File: src/pkg/udf_pkg.sv
/*
 * Shared constants and types for the data-flow command interpreter of a
 * full-speed USB device controller.
 * Assumes one 100 MHz clock and a synchronous active-high reset.
 */
package udf_pkg;

    // Command codes and masks on the 8-bit command bus.
    localparam logic [7:0] CMD_READ_IRQ = 8'hf4;
    localparam logic [7:0] CMD_READ_BUF = 8'hf0;
    localparam logic [7:0] CMD_SEL_BASE = 8'h00;
    localparam logic [7:0] CMD_TXS_BASE = 8'h40;
    localparam logic [7:0] CMD_BUFS_BASE = 8'h80;
    localparam logic [7:0] CMD_GROUP_MASK = 8'hf0;
    localparam logic [3:0] EP_MAX_DEFAULT = 4'h5;
    localparam logic [3:0] EP_MAX_EXT = 4'hf;
    localparam logic [2:0] IRQ_BYTES_DEFAULT = 3'h2;
    localparam logic [2:0] IRQ_BYTES_EXT = 3'h4;
    localparam int NUM_EP = 16;

    // Field positions inside the returned bytes.
    localparam int IRQ1_BUS_RESET_BIT = 6;
    localparam int IRQ1_SUSPEND_BIT = 7;
    localparam int IRQ2_DMA_DONE_BIT = 0;
    localparam int SEL_FULL_BIT = 0;
    localparam int SEL_STALL_BIT = 1;
    localparam int TXS_OK_BIT = 0;
    localparam int TXS_ERR_LSB = 1;
    localparam int TXS_SETUP_BIT = 5;
    localparam int TXS_TOGGLE_BIT = 6;
    localparam int TXS_OVERRUN_BIT = 7;
    localparam int BUFS_SETUP_BIT = 2;
    localparam int BUFS_FULL0_BIT = 5;
    localparam int BUFS_FULL1_BIT = 6;
    localparam int BUFS_STALL_BIT = 7;

    // Reset values.
    localparam logic [7:0] BYTE_RESET = 8'h00;
    localparam logic [15:0] FLAGS_RESET = 16'h0000;

    // Transaction error codes.
    typedef enum logic [3:0] {
        ERR_NONE = 4'h0, ERR_PID_ENC = 4'h1, ERR_PID_UNK = 4'h2,
        ERR_UNEXP_PKT = 4'h3, ERR_TOKEN_CRC = 4'h4, ERR_DATA_CRC = 4'h5,
        ERR_TIMEOUT = 4'h6, ERR_RSVD = 4'h7, ERR_UNEXP_EOP = 4'h8,
        ERR_NAKED = 4'h9, ERR_SENT_STALL = 4'ha, ERR_OVERFLOW = 4'hb,
        ERR_BIT_STUFF = 4'hd, ERR_DATA_PID = 4'hf
    } udf_err_e;

    // Result of one USB transaction reported by the serial engine.
    typedef struct packed {
        logic ok;
        udf_err_e err;
        logic setup;
        logic toggle;
    } udf_txn_s;

    // Which byte sequence the next read strobe returns.
    typedef enum logic [7:0] {
        ST_IDLE = 8'h01, ST_IRQ = 8'h02, ST_SEL = 8'h04, ST_TXS = 8'h08,
        ST_BUFS = 8'h10, ST_LEN_HI = 8'h20, ST_LEN_LO = 8'h40, ST_DATA = 8'h80
    } udf_state_e;

endpackage

File: src/design/udf_dataflow_cmds.sv
/*
 * Data-flow command interpreter and its OUT payload FIFO.
 * Assumes commands and read strobes are synchronous one-cycle pulses and
 * that the serial engine reports endpoint events and buffer state.
 */
`timescale 1ns/1ns

// Payload FIFO; full and valid are registered so the ports come from flops.
module udf_fifo #(
    parameter int WIDTH = 8,
    parameter int DEPTH = 32
) (
    input wire logic clk_in,               // Clock.
    input wire logic srst_in,              // Synchronous reset.
    input wire logic in_valid_in,          // Write request.
    input wire logic [WIDTH-1:0] in_data_in, // Write data.
    output logic in_ready_out,             // Room available.
    output logic out_valid_out,            // Data available.
    output logic [WIDTH-1:0] out_data_out, // Head word.
    input wire logic out_ready_in          // Pop request.
);
    localparam int AW = $clog2(DEPTH);
    logic [WIDTH-1:0] mem [DEPTH];
    logic [AW-1:0] wr_ptr;
    logic [AW-1:0] rd_ptr;
    logic [AW:0] count;
    logic [AW:0] next_count;
    logic push;
    logic pop;

    // Transfers happen only when both sides agree.
    assign push = in_valid_in && in_ready_out;
    assign pop = out_ready_in && out_valid_out;
    assign next_count = count + {{AW{1'b0}}, push} - {{AW{1'b0}}, pop};
    assign out_data_out = mem[rd_ptr];

    // Storage is written without reset; only pointers, fill level and flags need defined values.
    always_ff @(posedge clk_in) begin
        if (push) begin
            mem[wr_ptr] <= in_data_in;
        end
    end

    // Pointers, fill level and the registered flags move together.
    always_ff @(posedge clk_in) begin
        if (srst_in) begin
            wr_ptr <= '0;
            rd_ptr <= '0;
            count <= '0;
            in_ready_out <= 1'b1;
            out_valid_out <= 1'b0;
        end else begin
            if (push) begin
                wr_ptr <= (wr_ptr == AW'(DEPTH - 1)) ? '0 : wr_ptr + 1'b1;
            end
            if (pop) begin
                rd_ptr <= (rd_ptr == AW'(DEPTH - 1)) ? '0 : rd_ptr + 1'b1;
            end
            count <= next_count;
            in_ready_out <= (next_count != (AW + 1)'(DEPTH));
            out_valid_out <= (next_count != '0);
        end
    end
endmodule

module udf_dataflow_cmds #(
    parameter int FIFO_DEPTH = 32,
    parameter int FIFO_WIDTH = 8
) (
    input wire logic ref_clk_in,              // 100 MHz clock.
    input wire logic srst_in,                 // Synchronous reset, high.
    input wire logic ext_mode_in,             // Extended command set active.
    input wire logic cmd_wr_in,               // Command byte strobe.
    input wire logic [7:0] cmd_in,            // Command byte.
    input wire logic rd_req_in,               // Data read strobe.
    output logic [7:0] rd_data_out,           // Returned byte.
    output logic rd_valid_out,                // Returned byte valid pulse.
    output logic [3:0] cur_ep_out,            // Currently selected endpoint.
    input wire logic txn_evt_in,              // Transaction finished pulse.
    input wire logic [3:0] txn_ep_in,         // Endpoint index of it.
    input udf_pkg::udf_txn_s txn_in,          // Its result.
    input wire logic bus_reset_in,            // USB bus reset seen pulse.
    input wire logic suspend_chg_in,          // Suspend entered or left pulse.
    input wire logic dma_done_in,             // DMA transfer finished pulse.
    input wire logic [15:0] ep_full_in,       // Buffer 0 full per endpoint.
    input wire logic [15:0] ep_full1_in,      // Buffer 1 full per endpoint.
    input wire logic [15:0] ep_stall_in,      // Stalled per endpoint.
    input wire logic [15:0] ep_setup_in,      // Setup packet held per endpoint.
    input wire logic dma_mode_in,             // Buffer drained by DMA.
    input wire logic dma_rd_req_in,           // DMA read strobe.
    output logic [7:0] dma_data_out,          // DMA payload byte.
    output logic dma_valid_out,               // DMA byte valid pulse.
    input wire logic pay_valid_in,            // Payload byte offered.
    input wire logic [FIFO_WIDTH-1:0] pay_data_in, // Payload byte.
    input wire logic [9:0] pay_len_in,        // Length of packet in buffer.
    output logic pay_ready_out                // Payload FIFO has room.
);
    import udf_pkg::*;

    udf_state_e state;
    logic [2:0] irq_idx;
    logic [3:0] cmd_ep;
    logic [9:0] len;
    logic [15:0] ep_irq;
    logic bus_reset_flag;
    logic suspend_flag;
    logic dma_done_flag;
    udf_txn_s txn_mem [NUM_EP];
    logic [15:0] unread;
    logic [15:0] overrun;
    logic [7:0] next_byte;
    logic [7:0] irq_b1;
    logic [7:0] irq_b2;
    logic [7:0] irq_b3;
    logic [7:0] irq_b4;
    logic [2:0] irq_limit;
    logic rd_irq0;
    logic rd_irq1;
    logic rd_txs;
    logic fifo_valid;
    logic [FIFO_WIDTH-1:0] fifo_data;
    logic fifo_pop;

    // An index outside the active mode's range is not executed; the command only returns the sequence to idle.
    function automatic logic ep_ok(input logic [3:0] idx, input logic ext);
        ep_ok = idx <= (ext ? EP_MAX_EXT : EP_MAX_DEFAULT);
    endfunction

    // Read side effects are taken at the strobe that returns the byte.
    assign rd_irq0 = rd_req_in && !cmd_wr_in && state == ST_IRQ && irq_idx == 3'h0;
    assign rd_irq1 = rd_req_in && !cmd_wr_in && state == ST_IRQ && irq_idx == 3'h1;
    assign rd_txs = rd_req_in && !cmd_wr_in && state == ST_TXS;
    assign irq_limit = ext_mode_in ? IRQ_BYTES_EXT : IRQ_BYTES_DEFAULT;

    // Pack the flag bytes; reserved bits read as zero.
    assign irq_b1 = {suspend_flag, bus_reset_flag, ep_irq[5:0]};
    assign irq_b2 = {7'h00, dma_done_flag};
    assign irq_b3 = ep_irq[13:6];
    assign irq_b4 = {6'h00, ep_irq[15:14]};

    // Payload leaves the FIFO to the port or to DMA, never to both.
    assign fifo_pop = dma_mode_in ? dma_rd_req_in
                                  : (rd_req_in && !cmd_wr_in && state == ST_DATA);

    udf_fifo #(
        .WIDTH(FIFO_WIDTH),
        .DEPTH(FIFO_DEPTH)
    ) u_fifo (
        .clk_in(ref_clk_in),
        .srst_in(srst_in),
        .in_valid_in(pay_valid_in),
        .in_data_in(pay_data_in),
        .in_ready_out(pay_ready_out),
        .out_valid_out(fifo_valid),
        .out_data_out(fifo_data),
        .out_ready_in(fifo_pop)
    );

    // Byte returned by the next read strobe in the current sequence.
    always_comb begin
        next_byte = BYTE_RESET;
        case (state)
            ST_IRQ: begin
                if (irq_idx < irq_limit) begin
                    case (irq_idx)
                        3'h0: next_byte = irq_b1;
                        3'h1: next_byte = irq_b2;
                        3'h2: next_byte = irq_b3;
                        3'h3: next_byte = irq_b4;
                        default: next_byte = BYTE_RESET;
                    endcase
                end
            end
            ST_SEL: begin
                next_byte[SEL_FULL_BIT] = ep_full_in[cur_ep_out];
                next_byte[SEL_STALL_BIT] = ep_stall_in[cur_ep_out];
            end
            ST_TXS: begin
                next_byte[TXS_OK_BIT] = txn_mem[cmd_ep].ok;
                next_byte[TXS_ERR_LSB +: 4] = txn_mem[cmd_ep].err;
                next_byte[TXS_SETUP_BIT] = txn_mem[cmd_ep].setup;
                next_byte[TXS_TOGGLE_BIT] = txn_mem[cmd_ep].toggle;
                next_byte[TXS_OVERRUN_BIT] = overrun[cmd_ep];
            end
            ST_BUFS: begin
                next_byte[BUFS_SETUP_BIT] = ep_setup_in[cmd_ep];
                next_byte[BUFS_FULL0_BIT] = ep_full_in[cmd_ep];
                next_byte[BUFS_FULL1_BIT] = ep_full1_in[cmd_ep];
                next_byte[BUFS_STALL_BIT] = ep_stall_in[cmd_ep];
            end
            ST_LEN_HI: next_byte = {6'h00, len[9:8]};
            ST_LEN_LO: next_byte = len[7:0];
            ST_DATA: next_byte = fifo_valid ? fifo_data : BYTE_RESET;
            default: next_byte = BYTE_RESET;
        endcase
    end

    // Command decode and byte sequencing; a new command aborts the old one.
    always_ff @(posedge ref_clk_in) begin
        if (srst_in) begin
            state <= ST_IDLE;
            irq_idx <= 3'h0;
            cmd_ep <= 4'h0;
            cur_ep_out <= 4'h0;
            len <= 10'h000;
        end else if (cmd_wr_in) begin
            irq_idx <= 3'h0;
            if (cmd_in == CMD_READ_IRQ) begin
                state <= ST_IRQ;
            end else if (cmd_in == CMD_READ_BUF) begin
                state <= dma_mode_in ? ST_IDLE : ST_LEN_HI;
                len <= pay_len_in;
            end else if ((cmd_in & CMD_GROUP_MASK) == CMD_SEL_BASE
                         && ep_ok(cmd_in[3:0], ext_mode_in)) begin
                state <= ST_SEL;
                cur_ep_out <= cmd_in[3:0];
            end else if ((cmd_in & CMD_GROUP_MASK) == CMD_TXS_BASE
                         && ep_ok(cmd_in[3:0], ext_mode_in)) begin
                state <= ST_TXS;
                cmd_ep <= cmd_in[3:0];
            end else if ((cmd_in & CMD_GROUP_MASK) == CMD_BUFS_BASE
                         && ep_ok(cmd_in[3:0], ext_mode_in)) begin
                state <= ST_BUFS;
                cmd_ep <= cmd_in[3:0];
            end else begin
                state <= ST_IDLE;
            end
        end else if (rd_req_in) begin
            case (state)
                ST_IRQ: irq_idx <= (irq_idx == 3'h7) ? irq_idx : irq_idx + 3'h1;
                ST_SEL: state <= ST_IDLE;
                ST_TXS: state <= ST_IDLE;
                ST_BUFS: state <= ST_IDLE;
                ST_LEN_HI: state <= ST_LEN_LO;
                ST_LEN_LO: state <= ST_DATA;
                ST_DATA: state <= ST_DATA;
                default: state <= ST_IDLE;
            endcase
        end
    end

    // Returned byte; strobes with no sequence open still answer with zero.
    always_ff @(posedge ref_clk_in) begin
        if (srst_in) begin
            rd_data_out <= BYTE_RESET;
            rd_valid_out <= 1'b0;
        end else begin
            rd_valid_out <= rd_req_in && !cmd_wr_in;
            if (rd_req_in && !cmd_wr_in) begin
                rd_data_out <= next_byte;
            end
        end
    end

    // DMA sees payload only; the length bytes are never queued for it.
    always_ff @(posedge ref_clk_in) begin
        if (srst_in) begin
            dma_data_out <= BYTE_RESET;
            dma_valid_out <= 1'b0;
        end else begin
            dma_valid_out <= dma_mode_in && dma_rd_req_in && fifo_valid;
            if (dma_mode_in && dma_rd_req_in && fifo_valid) begin
                dma_data_out <= fifo_data;
            end
        end
    end

    // Read-clear flags; an event in the clearing cycle wins over the clear.
    always_ff @(posedge ref_clk_in) begin
        if (srst_in) begin
            bus_reset_flag <= 1'b0;
            suspend_flag <= 1'b0;
            dma_done_flag <= 1'b0;
        end else begin
            bus_reset_flag <= bus_reset_in || (bus_reset_flag && !rd_irq0);
            suspend_flag <= suspend_chg_in || (suspend_flag && !rd_irq0);
            dma_done_flag <= dma_done_in || (dma_done_flag && !rd_irq1);
        end
    end

    // Per-endpoint flags, cleared only by reading that endpoint's status.
    always_ff @(posedge ref_clk_in) begin
        if (srst_in) begin
            ep_irq <= FLAGS_RESET;
            unread <= FLAGS_RESET;
            overrun <= FLAGS_RESET;
        end else begin
            for (int i = 0; i < NUM_EP; i++) begin
                if (txn_evt_in && txn_ep_in == 4'(i)) begin
                    ep_irq[i] <= 1'b1;
                    unread[i] <= 1'b1;
                    overrun[i] <= unread[i] && !(rd_txs && cmd_ep == 4'(i));
                end else if (rd_txs && cmd_ep == 4'(i)) begin
                    ep_irq[i] <= 1'b0;
                    unread[i] <= 1'b0;
                    overrun[i] <= 1'b0;
                end
            end
        end
    end

    // Last transaction result per endpoint; reset clears every entry to zero.
    always_ff @(posedge ref_clk_in) begin
        if (srst_in) begin
            for (int i = 0; i < NUM_EP; i++) begin
                txn_mem[i] <= '0;
            end
        end else if (txn_evt_in) begin
            txn_mem[txn_ep_in] <= txn_in;
        end
    end

    a_txn_sets_flag: assert property (@(posedge ref_clk_in) disable iff (srst_in)
        txn_evt_in |=> ep_irq[$past(txn_ep_in)])
        else $error("endpoint flag not set by transaction");
    a_bus_reset_flag: assert property (@(posedge ref_clk_in) disable iff (srst_in)
        rd_irq0 && bus_reset_flag
        |=> rd_valid_out && rd_data_out[IRQ1_BUS_RESET_BIT])
        else $error("bus reset flag not reported");
    a_bus_reset_clr: assert property (@(posedge ref_clk_in) disable iff (srst_in)
        rd_irq0 && !bus_reset_in |=> !bus_reset_flag)
        else $error("bus reset flag not cleared by read");
    a_suspend_flag: assert property (@(posedge ref_clk_in) disable iff (srst_in)
        suspend_chg_in |=> suspend_flag)
        else $error("suspend change lost");
    a_dma_done_flag: assert property (@(posedge ref_clk_in) disable iff (srst_in)
        dma_done_in |=> dma_done_flag ##0 irq_b2 == 8'h01)
        else $error("dma done flag wrong");
    a_irq_beyond: assert property (@(posedge ref_clk_in) disable iff (srst_in)
        rd_req_in && !cmd_wr_in && state == ST_IRQ && irq_idx >= irq_limit
        |=> rd_data_out == 8'h00)
        else $error("extra interrupt byte not zero");
    a_select_ep: assert property (@(posedge ref_clk_in) disable iff (srst_in)
        cmd_wr_in && cmd_in[7:4] == 4'h0 && ep_ok(cmd_in[3:0], ext_mode_in)
        |=> cur_ep_out == $past(cmd_in[3:0]) && state == ST_SEL)
        else $error("endpoint not selected");
    a_overrun_set: assert property (@(posedge ref_clk_in) disable iff (srst_in)
        txn_evt_in && unread[txn_ep_in] && !rd_txs |=> overrun[$past(txn_ep_in)])
        else $error("overwritten status not flagged");
    a_len_first: assert property (@(posedge ref_clk_in) disable iff (srst_in)
        cmd_wr_in && cmd_in == CMD_READ_BUF && !dma_mode_in ##1 !cmd_wr_in && !rd_req_in
        ##1 rd_req_in && !cmd_wr_in |=> rd_data_out == 8'($past(pay_len_in, 3) >> 8))
        else $error("length high byte not first");

    c_irq_ext: cover property (@(posedge ref_clk_in) disable iff (srst_in)
        ext_mode_in && state == ST_IRQ && irq_idx == 3'h3 && rd_req_in);
    c_txs_overrun: cover property (@(posedge ref_clk_in) disable iff (srst_in)
        rd_txs && overrun[cmd_ep]);
    c_buf_payload: cover property (@(posedge ref_clk_in) disable iff (srst_in)
        state == ST_DATA && rd_req_in && fifo_valid);
    c_dma_byte: cover property (@(posedge ref_clk_in) disable iff (srst_in)
        dma_valid_out);
endmodule

File: config.mk
export PLATFORM = sky130hd
export DESIGN_NAME = udf_dataflow_cmds
export DESIGN_NICKNAME = d
export VERILOG_FILES = /design/src/pkg/udf_pkg.sv /design/src/design/udf_dataflow_cmds.sv
export SDC_FILE = /design/constraint.sdc
export NUM_CORES = 1
export LEC_CHECK = 0
export BUFFER_PORTS_ARGS = -buffer_cell sky130_fd_sc_hd__buf_4
export CAP_MARGIN = 15
export CORE_MARGIN = 2
export CORE_UTILIZATION = 35
export CTS_BUF_LIST = sky130_fd_sc_hd__clkbuf_8 sky130_fd_sc_hd__clkbuf_16
export CTS_CLUSTER_DIAMETER = 80
export DETAILED_ROUTE_END_ITERATION = 10
export GPL_TIMING_DRIVEN = 0
export RECOVER_POWER = 25
export REMOVE_ABC_BUFFERS = 1
export SYNTH_ARGS = -nofsm -noshare
export SYNTH_HDL_FRONTEND = slang
export SYNTH_SLANG_ARGS = --single-unit
export TNS_END_PERCENT = 50
File: constraint.sdc
create_clock -name ref_clk_in -period 7.02 [get_ports ref_clk_in]
set_input_delay 1.404 -clock ref_clk_in [delete_from_list [all_inputs] [get_ports ref_clk_in]]
set_output_delay 1.404 -clock ref_clk_in [all_outputs]
set_load 0.03 [all_outputs]
# Word level (Yosys, flattened, before mapping)
# Memory sizes are Yosys's and may differ from the RTL's. A register that Yosys moved wholly into a read port is not among the register bits.
# Index checks and enable logic that the tools add are counted.
word_totals:
  reg_bits: 100
  romBits: 0
  input_bits: 113
  ramBits: 368
  memories: 2
  latch_bits: 0
  out_inout_bits: 23
  word_cells: 329
op_classes:
  n_mul: 0
  bitwise: 4
  add_sub_neg: 5
  n_lt_le_gt_ge: 4
  shifts: 0
  muxes: 99
  n_reduce_logical: 117
  n_eq_ne: 49
  div: 0
mem_list:
  columns: ["name", "words", "word_bits", "rd", "rd_ports_with_merged_regs", "wr", "line_no", "text"]
  rows:
  - ["u_fifo.mem", 32, 8, 1, 1, 1, "udf_dataflow_cmds.sv:23", "logic [WIDTH-1:0] mem [DEPTH];"]
  - ["txn_mem", 16, 7, 1, 1, 16, "udf_dataflow_cmds.sv:108", "udf_txn_s txn_mem [NUM_EP];"]
op_table:
  columns: ["cell", "n"]
  rows:
  - ["== test 4 bit, second input constant", 17]
  - ["logical AND 1 bit", 64]
  - ["two-way mux 1 bit", 64]
  - ["== test 4 x 3 -> 1 bit, second input constant", 9]
  - ["nonzero test 2 bit", 18]
  - ["two-way mux 5 bit", 7]
  - ["two-way mux 8 bit", 4]
  - ["one-hot mux 8 bit (4 select lines)", 1]
  - ["binary-select mux 1 bit (select 4 bit)", 7]
  - ["== test 8 bit, second input constant", 3]
  - ["two-way mux 4 bit", 6]
  - ["one-hot mux 8 bit (3 select lines)", 1]
  - ["zero test 1 bit", 19]
  - ["two-way mux 6 bit", 3]
  - ["== test 4 x 2 -> 1 bit, second input constant", 4]
  - ["one-hot mux 3 bit (5 select lines)", 1]
  - ["one-hot mux 2 bit (6 select lines)", 1]
  - ["adder 5 x 1 -> 5 bit, second input constant", 2]
  - ["== test 5 bit, second input constant", 2]
  - ["less-than comparator 4 x 5 -> 1 bit, second input constant", 2]
  - ["== test 4 x 1 -> 1 bit, second input constant", 2]
  - ["== test 8 x 2 -> 1 bit, second input constant", 1]
  - ["== test 8 x 3 -> 1 bit, second input constant", 1]
  - ["== test 8 x 4 -> 1 bit, second input constant", 1]
  - ["29 further kinds", 38]

# Longest topological paths before layout
# Gate-level depths: netlist of the first run.
logic_depth:
  ltp_word: 9
  ltp_mapped: 16
  depth_no_buf: 14

# Hierarchy
# Synthesis of the first run repeated with hierarchy kept, for this count alone.
unflattened:
  cells_unflattened: 1532
  area_unflattened_um2: 21221.6
modules_own_cells:
  columns: ["module", "cells_each", "seq_area_each_um2", "n_inst", "area_per_inst_um2"]
  rows:
  - ["udf_fifo", 644, 8147.8, 1, 11183.2]
  - ["udf_dataflow_cmds", 888, 5084.9, 1, 10038.4]

# Worst setup path after synthesis of the first run
# Ideal clock, no wire load.
synth_path:
  path_type: "input-to-reg"
  start: "input port cmd_wr_in"
  end: "register u_fifo.out_valid_out"
  path_buffers: 1
  slack_ps: 3032
  required_time_ps: 6892
  cell_stages: 15
  arrival_time_ps: 3860
  setup_ps: 128
  cell_sequence: "clkbuf_1 -> nand2b_1 -> nor2_1 -> a21oi_4 -> inv_1 -> ha_1 -> inv_1 -> ha_1 -> fa_1 -> a21oi_1 -> nor2_1 -> nor2_1 -> xor2_1 -> and4_1 -> o21bai_1"
synth_between:
  elab_chain_len: 7
synth_rtl:
  columns: ["element", "line_no", "text"]
  rows:
  - ["from (decl)", "udf_dataflow_cmds.sv:73", "input wire logic cmd_wr_in,"]
  - ["zero test 1 bit", "udf_dataflow_cmds.sv:143", ": (rd_req_in && !cmd_wr_in && state == ST_DATA);"]
  - ["logical AND 1 bit (2 in a row)", "udf_dataflow_cmds.sv:143", null]
  - ["two-way mux 1 bit", "udf_dataflow_cmds.sv:142", "assign fifo_pop = dma_mode_in ? dma_rd_req_in"]
  - ["logical AND 1 bit", "udf_dataflow_cmds.sv:33", "assign pop = out_ready_in && out_valid_out;"]
  - ["subtractor 6 x 1 -> 6 bit", "udf_dataflow_cmds.sv:34", "assign next_count = count + {{AW{1'b0}}, push} - {{AW{1'b0}}, pop};"]
  - ["nonzero test 6 bit", "udf_dataflow_cmds.sv:61", "out_valid_out <= (next_count != '0);"]
  - ["to (signal assigned)", "udf_dataflow_cmds.sv:61", null]
  - ["to (decl)", "udf_dataflow_cmds.sv:18", "output logic out_valid_out,"]
# Every way passes these cells.
# A chain may end at the register's enable or synchronous reset.

# Final worst setup path of the first run
layout_path:
  start: "input port cmd_wr_in"
  end: "register u_fifo.in_ready_out"
layout_between:
  elab_chain_len: 7
layout_rtl:
  columns: ["element", "line_no", "text"]
  rows:
  - ["zero test 1 bit", "udf_dataflow_cmds.sv:143", null]
  - ["logical AND 1 bit (2 in a row)", "udf_dataflow_cmds.sv:143", null]
  - ["two-way mux 1 bit", "udf_dataflow_cmds.sv:142", null]
  - ["logical AND 1 bit", "udf_dataflow_cmds.sv:33", null]
  - ["subtractor 6 x 1 -> 6 bit", "udf_dataflow_cmds.sv:34", null]
  - ["inequality test 6 bit", "udf_dataflow_cmds.sv:60", "in_ready_out <= (next_count != (AW + 1)'(DEPTH));"]
  - ["to (signal assigned)", "udf_dataflow_cmds.sv:60", null]
  - ["to (decl)", "udf_dataflow_cmds.sv:17", "output logic in_ready_out,"]
# Every way passes these cells.

==> results.rst, run 1 <==
.. list-table::
   :header-rows: 1

   * - Metric
     - Value
   * - CP Max Fanout
     - 19
   * - Sum of negative setup slack
     - 0 ns
   * - Transition time of the tightest slew-check pin
     - between 1.5 and 2 ns
   * - Min-delay worst type
     - reg -> reg
   * - Sequential fraction of the synthesis area
     - 0.6308
   * - Worst-path clk slew
     - 0.06 ns
   * - Netlist area before placement
     - between 20000 and 25000 um^2
   * - Drt via density
     - approximately 5.4
   * - Number of endpoints with negative hold slack in the final report
     - 0
   * - Length in cells of the worst reg-to-reg path
     - 14
   * - Synth Area per Inst
     - ~14 um^2
   * - CTS Root Buffer Type
     - sky130_fd_sc_hd__clkbuf_16
   * - H-tree depth
     - 2
   * - Setup slack of the worst register-to-register path
     - 3.15 ns
   * - Die Footprint
     - 61910 um^2
   * - Tmin final
     - 4.042 ns
   * - Worst Hold Path EP
     - len[6]
   * - Footprint of the flip-flops and latches
     - 13240 um^2
   * - Flip-flop cell with the highest count after synthesis
     - sky130_fd_sc_hd__edfxtp_1
   * - Worst min-delay path startpoint
     - len[6]
   * - Setup repair after global routing missed its margin
     - no
   * - Routability Congestion
     - 0.9256
   * - Dominant cells by area after synthesis
     - sky130_fd_sc_hd__edfxtp_1, sky130_fd_sc_hd__mux4_2, sky130_fd_sc_hd__dfxtp_1
   * - Required time reported for the critical path endpoint
     - about 7.4 ns
   * - Buffers on Ports
     - about 140
   * - Die Span X
     - 248.8 um
   * - Area share of the largest cell type after synthesis
     - 0.5268
   * - Max Clock Freq
     - 0.2474 GHz
   * - Worst hold path cell count
     - 2
   * - # nets final
     - 1725
   * - Smallest hold slack
     - 0.4625 ns
   * - Filler cells
     - 5401
   * - Worst r2r dst
     - u_fifo.in_ready_out
   * - DRC viols
     - 0
   * - Net switching power
     - between 1 and 1.5 mW
   * - Beginning of the worst register-to-register path
     - state[0]
   * - Number of antenna violations at the first check in global routing
     - 0
   * - Pin count of the biggest net entering global routing
     - a little under 100
   * - Post-synth EDFFs
     - 368
   * - Number of gates given a new drive strength after cts
     - 0
   * - Final wirelength
     - 53160 um
   * - Async SR Flop Fraction
     - 0
   * - Share of final-layout standard cells stronger than drive strength 1
     - 0.2095
   * - Final HPWL DP
     - 36950 um
   * - Startpoint of the most critical setup path
     - cmd_wr_in
   * - Number of synthesis warnings
     - 0
   * - Core region area
     - 59130 um^2
   * - Wire length per cell
     - 22.14 um
   * - Vias in the first global route
     - between 10000 and 15000
   * - Cell-internal power
     - 4.774 mW
   * - Pwr Total
     - 6.272 mW
   * - Number of top-level design ports
     - ~140
   * - Smallest setup slack after layout
     - about 3 ns
   * - N_diodes
     - 0
   * - Most frequent cells in the layout
     - sky130_fd_sc_hd__edfxtp_1, sky130_fd_sc_hd__nor2_1, sky130_fd_sc_hd__buf_4
   * - Clock network latency to the later pin of the worst-skew pair
     - 0.61 ns
   * - Sinks on the clock net
     - 477
   * - Wire length of the first global-routing pass
     - 80740 um
   * - Number of rows in the core area
     - 89
   * - Worst vdd rail ir drop
     - roughly 0.00018 V
   * - Grt total ovfl
     - 0
   * - Final setup fails
     - 0
   * - Length of the first detailed-routing pass in iterations
     - 9
   * - GRT Util Overall
     - 0.1709
   * - Share of the clock period used by the worst path
     - 0.5758
   * - Slew Limit Headroom
     - -0.09316
   * - Initial detailed-routing violation count
     - 1077
   * - Worst setup slack before clock tree synthesis
     - 2.324 ns
   * - Critical path launch point type
     - input pin
   * - PwrDens
     - 257.7 nW/um^2
   * - Clock group share of total power
     - 0.401
   * - Area of combinational cells with multiple inputs
     - 7224 um^2
   * - Effective utilization at floorplan
     - 0.3548
   * - Maximum capacitance violations
     - 5
   * - Buffers plus inverters on the worst setup path
     - 3
   * - Layout overhead on the synthesized area
     - 16.00%
   * - Sequential Power Share
     - 0.508
   * - Total CTS buffers
     - 48
   * - Cell type with the highest aggregate area in the netlist
     - sky130_fd_sc_hd__edfxtp_1
   * - Logic gate share of total power
     - 0.091
   * - Family with the most delay on the worst path
     - simple AND/OR/NAND/NOR gates
   * - Slowest-stage cell, CP
     - sky130_fd_sc_hd__fa_1
   * - Data arrival time of the critical path
     - 4.46 ns
   * - Leading cell type in the layout, fill and taps excluded
     - sky130_fd_sc_hd__edfxtp_1
   * - Clock tree from TritonCTS
     - yes
   * - CP Capture Type
     - register
   * - Reported leakage power
     - 8.054 nW
   * - Max Clock Skew
     - 0.05548 ns
   * - Total via count after detailed routing
     - around 13000
   * - Number of nets with antenna violations after detailed routing
     - 0
   * - Sw Share
     - 0.2389
   * - Die Span Y
     - 248.8 um
   * - Max clock buf depth
     - 3
   * - Crit path cell chain
     - buf_4 -> nand2b_1 -> nor2_1 -> a21oi_4 -> inv_1 -> ha_1 -> inv_1 -> ha_1 -> fa_1 -> a21oi_1 -> nor2_1 -> nor2_1 -> xor2_1 -> and4_1 -> nand2_1
   * - Failing checks
     - capacitance limit, slew limit
   * - Gate count of the mapped netlist
     - 1477
   * - Hold_buf cts
     - 0
   * - Count of unique library cells instantiated by Yosys
     - between 60 and 70
   * - Cell with the most instances on the worst path
     - sky130_fd_sc_hd__nor2_1
   * - Number of synthesized register bits
     - 477
   * - Biggest cell delay along the critical path
     - 0.44 ns
   * - Kind of critical path
     - in -> reg
   * - # Post-CTS Setup Buffers
     - 0
   * - Outcome
     - finished with violations
   * - Slew Limit Fails
     - 165
## cell type report
cell class              count  area share
inverters                  48    0.007404
multi-input cells         869      0.2969
clock inverters            35     0.01126
clock buffers              54     0.05322
repair buffers            145     0.04730
well taps                 773     0.03974
flip-flops and latches    477      0.5442
## power groups by stage
stage | Combinational [mW] | Clock [mW] | Sequential (mW)
after global placement | 0.552 | 0 | 3.25
after floorplan | 0.315 | 0 | 3.25
after global routing | 0.631 | 2.66 | 3.19
after CTS | 0.578 | 2.55 | 3.18
after detailed placement | 0.576 | 0 | 3.24
final | 0.571 | 2.52 | 3.18
## cell families (layout without fill, tap and decap cells)
family	count (synthesis)	after routing	share of synthesized area
AO/OA/AOI/OAI	173	173	0.05642
flip-flops	477	477	0.6308
adder cells (fa/ha/maj)	23	23	0.01408
multiplexers	173	173	0.1514
XOR/XNOR	9	9	0.003758
buffers and inverters	131	282	0.02481
AND/OR/NAND/NOR	491	491	0.1187
## stage by stage
| stage | instance area (um^2) | std cells | util |
|---|---|---|---|
| floorplan | 20640 | 1394 | - |
| global placement | 22620 | 2302 | 0.3825 |
| detailed placement | 22750 | 2307 | 0.3847 |
| CTS | 24310 | 2396 | 0.4112 |
| global route | 24330 | 2401 | 0.4115 |
| finish | 24330 | 2401 | 0.4115 |
## layer usage
metal,global-route usage,wire length [um]
met1,0.2261,22500
met2,0.2864,25740
met3,0.02936,3435
met4,0.05524,1491
met5,0,0
## registers in the layout, summed over array words and instances, names as in the netlist, 6 cells and up, named ones only
signal,cells
ep_irq,12
dma_data_out,8
state,8
u_fifo.mem,256
txn_mem,112
u_fifo.count,6
overrun,16
rd_data_out,8
len,10
## tightest hold or removal path: stages (launching register included)
cell                      delay (ns)
sky130_fd_sc_hd__dfxtp_1        0.31
sky130_fd_sc_hd__nand2_1        0.05
sky130_fd_sc_hd__a21oi_1        0.05
## Yosys cell counts, types with 33 or more instances
cell type,count
sky130_fd_sc_hd__nand2_1,100
sky130_fd_sc_hd__mux2i_1,53
sky130_fd_sc_hd__inv_1,46
sky130_fd_sc_hd__nor2_1,143
sky130_fd_sc_hd__mux4_2,115
sky130_fd_sc_hd__edfxtp_1,368
sky130_fd_sc_hd__a22oi_1,33
sky130_fd_sc_hd__a21oi_1,50
sky130_fd_sc_hd__dfxtp_1,109
sky130_fd_sc_hd__clkbuf_1,58
sky130_fd_sc_hd__and2_1,113
sky130_fd_sc_hd__nor3_1,36
## worst max-delay path by stage
stage,to,slack [ns],cells past startpoint
after floorplan,dma_data_out[3],3.05,6
after global placement,rd_data_out[0],1.54,6
after detailed placement,u_fifo.in_ready_out,2.32,15
after CTS,u_fifo.in_ready_out,2.90,15
after global routing,u_fifo.in_ready_out,2.76,15
final,u_fifo.in_ready_out,2.98,15
(Power assumes the default switching activity.)
==> run 2: changes to the inputs <==
==> constraint.sdc (replaced) <==
create_clock -name ref_clk_in -period 3.7 [get_ports ref_clk_in]
set_input_delay 0.74 -clock ref_clk_in [delete_from_list [all_inputs] [get_ports ref_clk_in]]
set_output_delay 0.74 -clock ref_clk_in [all_outputs]
set_load 0.03 [all_outputs]
==> results.rst, run 2 (synthesized netlist as in run 1, its figures left out) <==
.. list-table::
   :header-rows: 1

   * - Metric
     - Value
   * - Sinks on the clock net
     - 477 (unchanged)
   * - Number of nets with antenna violations after detailed routing
     - 0 (unchanged)
   * - Leading cell type in the layout, fill and taps excluded
     - sky130_fd_sc_hd__edfxtp_1 (unchanged)
   * - Most frequent cells in the layout
     - sky130_fd_sc_hd__edfxtp_1, sky130_fd_sc_hd__nor2_1, sky130_fd_sc_hd__buf_4 (unchanged)
   * - Core region area
     - 59130 um^2 (unchanged)
   * - Clock tree from TritonCTS
     - yes (unchanged)
   * - Slowest-stage cell, CP
     - sky130_fd_sc_hd__or4_4 (was sky130_fd_sc_hd__fa_1)
   * - Clock network latency to the later pin of the worst-skew pair
     - 0.61 ns (about the same)
   * - Kind of critical path
     - reg -> reg (was in -> reg)
   * - Min-delay worst type
     - in -> reg (was reg -> reg)
   * - # nets final
     - 1727 (was 1725)
   * - Buffers plus inverters on the worst setup path
     - 3 (unchanged)
   * - Worst-path clk slew
     - 0.06 ns (about the same)
   * - Total via count after detailed routing
     - 12900 (was 12910)
   * - Number of antenna violations at the first check in global routing
     - 0 (unchanged)
   * - Data arrival time of the critical path
     - 3.87 ns (was 4.46 ns)
   * - Max Clock Freq
     - 0.2891 GHz
   * - Vias in the first global route
     - 13120 (was 13110)
   * - H-tree depth
     - 2 (unchanged)
   * - Tmin final
     - 3.459 ns
   * - Wire length per cell
     - 22.15 um (was 22.14 um)
   * - Setup repair after global routing missed its margin
     - no (unchanged)
   * - Final setup fails
     - 0 (unchanged)
   * - Util after Layout
     - 0.4118 (was 0.4115)
   * - Failing checks
     - capacitance limit, slew limit (unchanged)
   * - GRT Util Overall
     - 0.1710 (was 0.1709)
   * - Number of endpoints with negative hold slack in the final report
     - 0 (unchanged)
   * - DRC viols
     - 0 (unchanged)
   * - Number of top-level design ports
     - 136 (unchanged)
   * - Wire length of the first global-routing pass
     - 80800 um (was 80740 um)
   * - Top layer used by detailed routing
     - met4 (unchanged)
   * - Sum of negative setup slack
     - 0 ns (unchanged)
   * - Total CTS buffers
     - 48 (unchanged)
   * - Max Clock Skew
     - 0.05541 ns (was 0.05548 ns)
   * - Initial detailed-routing violation count
     - 1074 (was 1077)
   * - Share of final-layout standard cells stronger than drive strength 1
     - 0.2117 (was 0.2095)
   * - Slew Limit Fails
     - 165 (unchanged)
   * - DR WL met2
     - 25750 um (was 25740 um)
   * - Startpoint of the most critical setup path
     - state[0] (was cmd_wr_in)
   * - Share of the clock period used by the worst path
     - 0.9349
   * - Crit path cell chain
     - or4_4 -> nor4_4 -> buf_4 -> a21oi_4 -> inv_2 -> ha_1 -> inv_1 -> ha_1 -> fa_1 -> a21oi_1 -> nor2_1 -> nor2_1 -> xor2_1 -> and4_1 -> nand2_1 (was buf_4 -> nand2b_1 -> nor2_1 -> a21oi_4 -> inv_1 -> ha_1 -> inv_1 -> ha_1 -> fa_1 -> a21oi_1 -> nor2_1 -> nor2_1 -> xor2_1 -> and4_1 -> nand2_1)
   * - Smallest hold slack
     - 0.3593 ns (was 0.4625 ns)
   * - Reported leakage power
     - 8.064 nW (was 8.054 nW)
   * - Largest register FFs
     - 256 (unchanged)
   * - Hold_buf cts
     - 0 (unchanged)
   * - Slew Limit Headroom
     - -0.08542 (was -0.09316)
   * - CTS Root Buffer Type
     - sky130_fd_sc_hd__clkbuf_16 (unchanged)
   * - Regs by FF count
     - u_fifo.mem: 256 flops, txn_mem: 112 flops, overrun: 16 flops (unchanged)
   * - Drt via density
     - 5.369 (was 5.377)
   * - Transition time of the tightest slew-check pin
     - 1.628 ns (was 1.640 ns)
   * - PwrDens
     - 488.9 nW/um^2 (was 257.7 nW/um^2)
   * - Biggest cell delay along the critical path
     - 0.60 ns (was 0.44 ns)
   * - Filler cells
     - 5399 (was 5401)
   * - Final HPWL DP
     - 36950 um (unchanged)
   * - Layout overhead on the synthesized area
     - 16.08% (was 16.00%)
   * - Die Span X
     - 248.8 um (unchanged)
   * - Outcome
     - finished with violations (unchanged)
   * - Grt total ovfl
     - 0 (unchanged)
   * - Length of the first detailed-routing pass in iterations
     - 6 (was 9)
   * - Biggest register
     - u_fifo.mem (unchanged)
   * - Beginning of the worst register-to-register path
     - state[0] (unchanged)
   * - Critical path launch point type
     - register (was input pin)
   * - Required time reported for the critical path endpoint
     - 4.11 ns (was 7.44 ns)
   * - Number of cells after detailed placement
     - 2307 (unchanged)
   * - Pin count of the biggest net entering global routing
     - 97 (unchanged)
   * - Smallest setup slack after layout
     - 0.2410 ns (was 2.978 ns)
   * - Effective utilization at floorplan
     - 0.3548 (unchanged)
   * - Buffers on Ports
     - 135 (unchanged)
   * - CP Max Fanout
     - 9 (was 19)
   * - Routability Congestion
     - 0.9256 (unchanged)
   * - Final wirelength
     - 53220 um (was 53160 um)
   * - CP Capture Type
     - register (unchanged)
   * - Met3 routed wirelength
     - 3446 um (was 3435 um)
   * - Worst vdd rail ir drop
     - 0.0003445 V (was 0.0001816 V)
   * - Maximum capacitance violations
     - 5 (unchanged)
   * - Count of placed standard cells in the final layout, fillers left out
     - 2403 (was 2401)
   * - Number of rows in the core area
     - 89 (unchanged)
   * - Post-route met1 wirelength
     - 22490 um (was 22500 um)
   * - Worst setup slack before clock tree synthesis
     - -0.3317 ns (was 2.324 ns)
   * - Worst min-delay path startpoint
     - suspend_chg_in (was len[6])
   * - Family with the most delay on the worst path
     - simple AND/OR/NAND/NOR gates (unchanged)
   * - Max clock buf depth
     - 3 (unchanged)
   * - N_diodes
     - 0 (unchanged)
   * - Die Footprint
     - 61910 um^2 (unchanged)
   * - Die Span Y
     - 248.8 um (unchanged)
run 2: stage by stage:
step                power, mW  instance area, um^2
CTS                     11.98                24330
detailed placement      7.246                22750
global route            12.31                24350
global placement        7.212                22620
finish                  11.91                24350
floorplan               6.757                20640
run 2: timing repair:
action / 4_1_cts / 5_1_grt
pin swaps: 1 / 0
resized for setup: 0 / 2
buffers inserted: 2 / 0
endpoints found under the setup margin: 2 / 2
endpoints found under the hold margin: 0 / 0
run 2: area by class of cell:
cell class | count | area [um^2] | share of cell area
clock buffers | 54 | 1295 | 0.05318
clock inverters | 35 | 274.0 | 0.01125
inverters | 48 | 180.2 | 0.007399
multi-input cells | 869 | 7224 | 0.2967
flip-flops and latches | 477 | 13240 | 0.5439
well taps | 773 | 967.2 | 0.03972
repair buffers | 147 | 1166 | 0.04789
run 2: path summary, 6_finish.rpt:
kind              depth (start not counted)                  end  slack [ns]
setup / recovery                         15  u_fifo.in_ready_out        0.24
hold / removal                            3         suspend_flag        0.36
setup reg to reg                         15  u_fifo.in_ready_out        0.24
hold reg to reg                           2               len[6]        0.46
run 2: power by group:
group / total [mW] / internal (mW) / switching, mW
logic: 1.08 / 0.447 / 0.638
clock network: 4.78 / 2.67 / 2.11
registers: 6.04 / 5.94 / 0.104
total: 11.9 / 9.06 / 2.85
run 2: metal layers:
metal	up-vias	global-route usage
met5	-	0
met4	0	0.05524
met3	89	0.02936
met2	479	0.2868
met1	6479	0.2261
li1	5855	-
run 2: worst reg2reg max path, stage by stage (launching register included):
cell                      delay (ns)
sky130_fd_sc_hd__dfxtp_1        0.38
sky130_fd_sc_hd__or4_4          0.60
sky130_fd_sc_hd__nor4_4         0.15
sky130_fd_sc_hd__buf_4          0.17
sky130_fd_sc_hd__a21oi_4        0.10
sky130_fd_sc_hd__inv_2          0.12
sky130_fd_sc_hd__ha_1           0.12
sky130_fd_sc_hd__inv_1          0.04
sky130_fd_sc_hd__ha_1           0.20
sky130_fd_sc_hd__fa_1           0.44
sky130_fd_sc_hd__a21oi_1        0.17
sky130_fd_sc_hd__nor2_1         0.05
sky130_fd_sc_hd__nor2_1         0.14
sky130_fd_sc_hd__xor2_1         0.22
sky130_fd_sc_hd__and4_1         0.24
sky130_fd_sc_hd__nand2_1        0.14
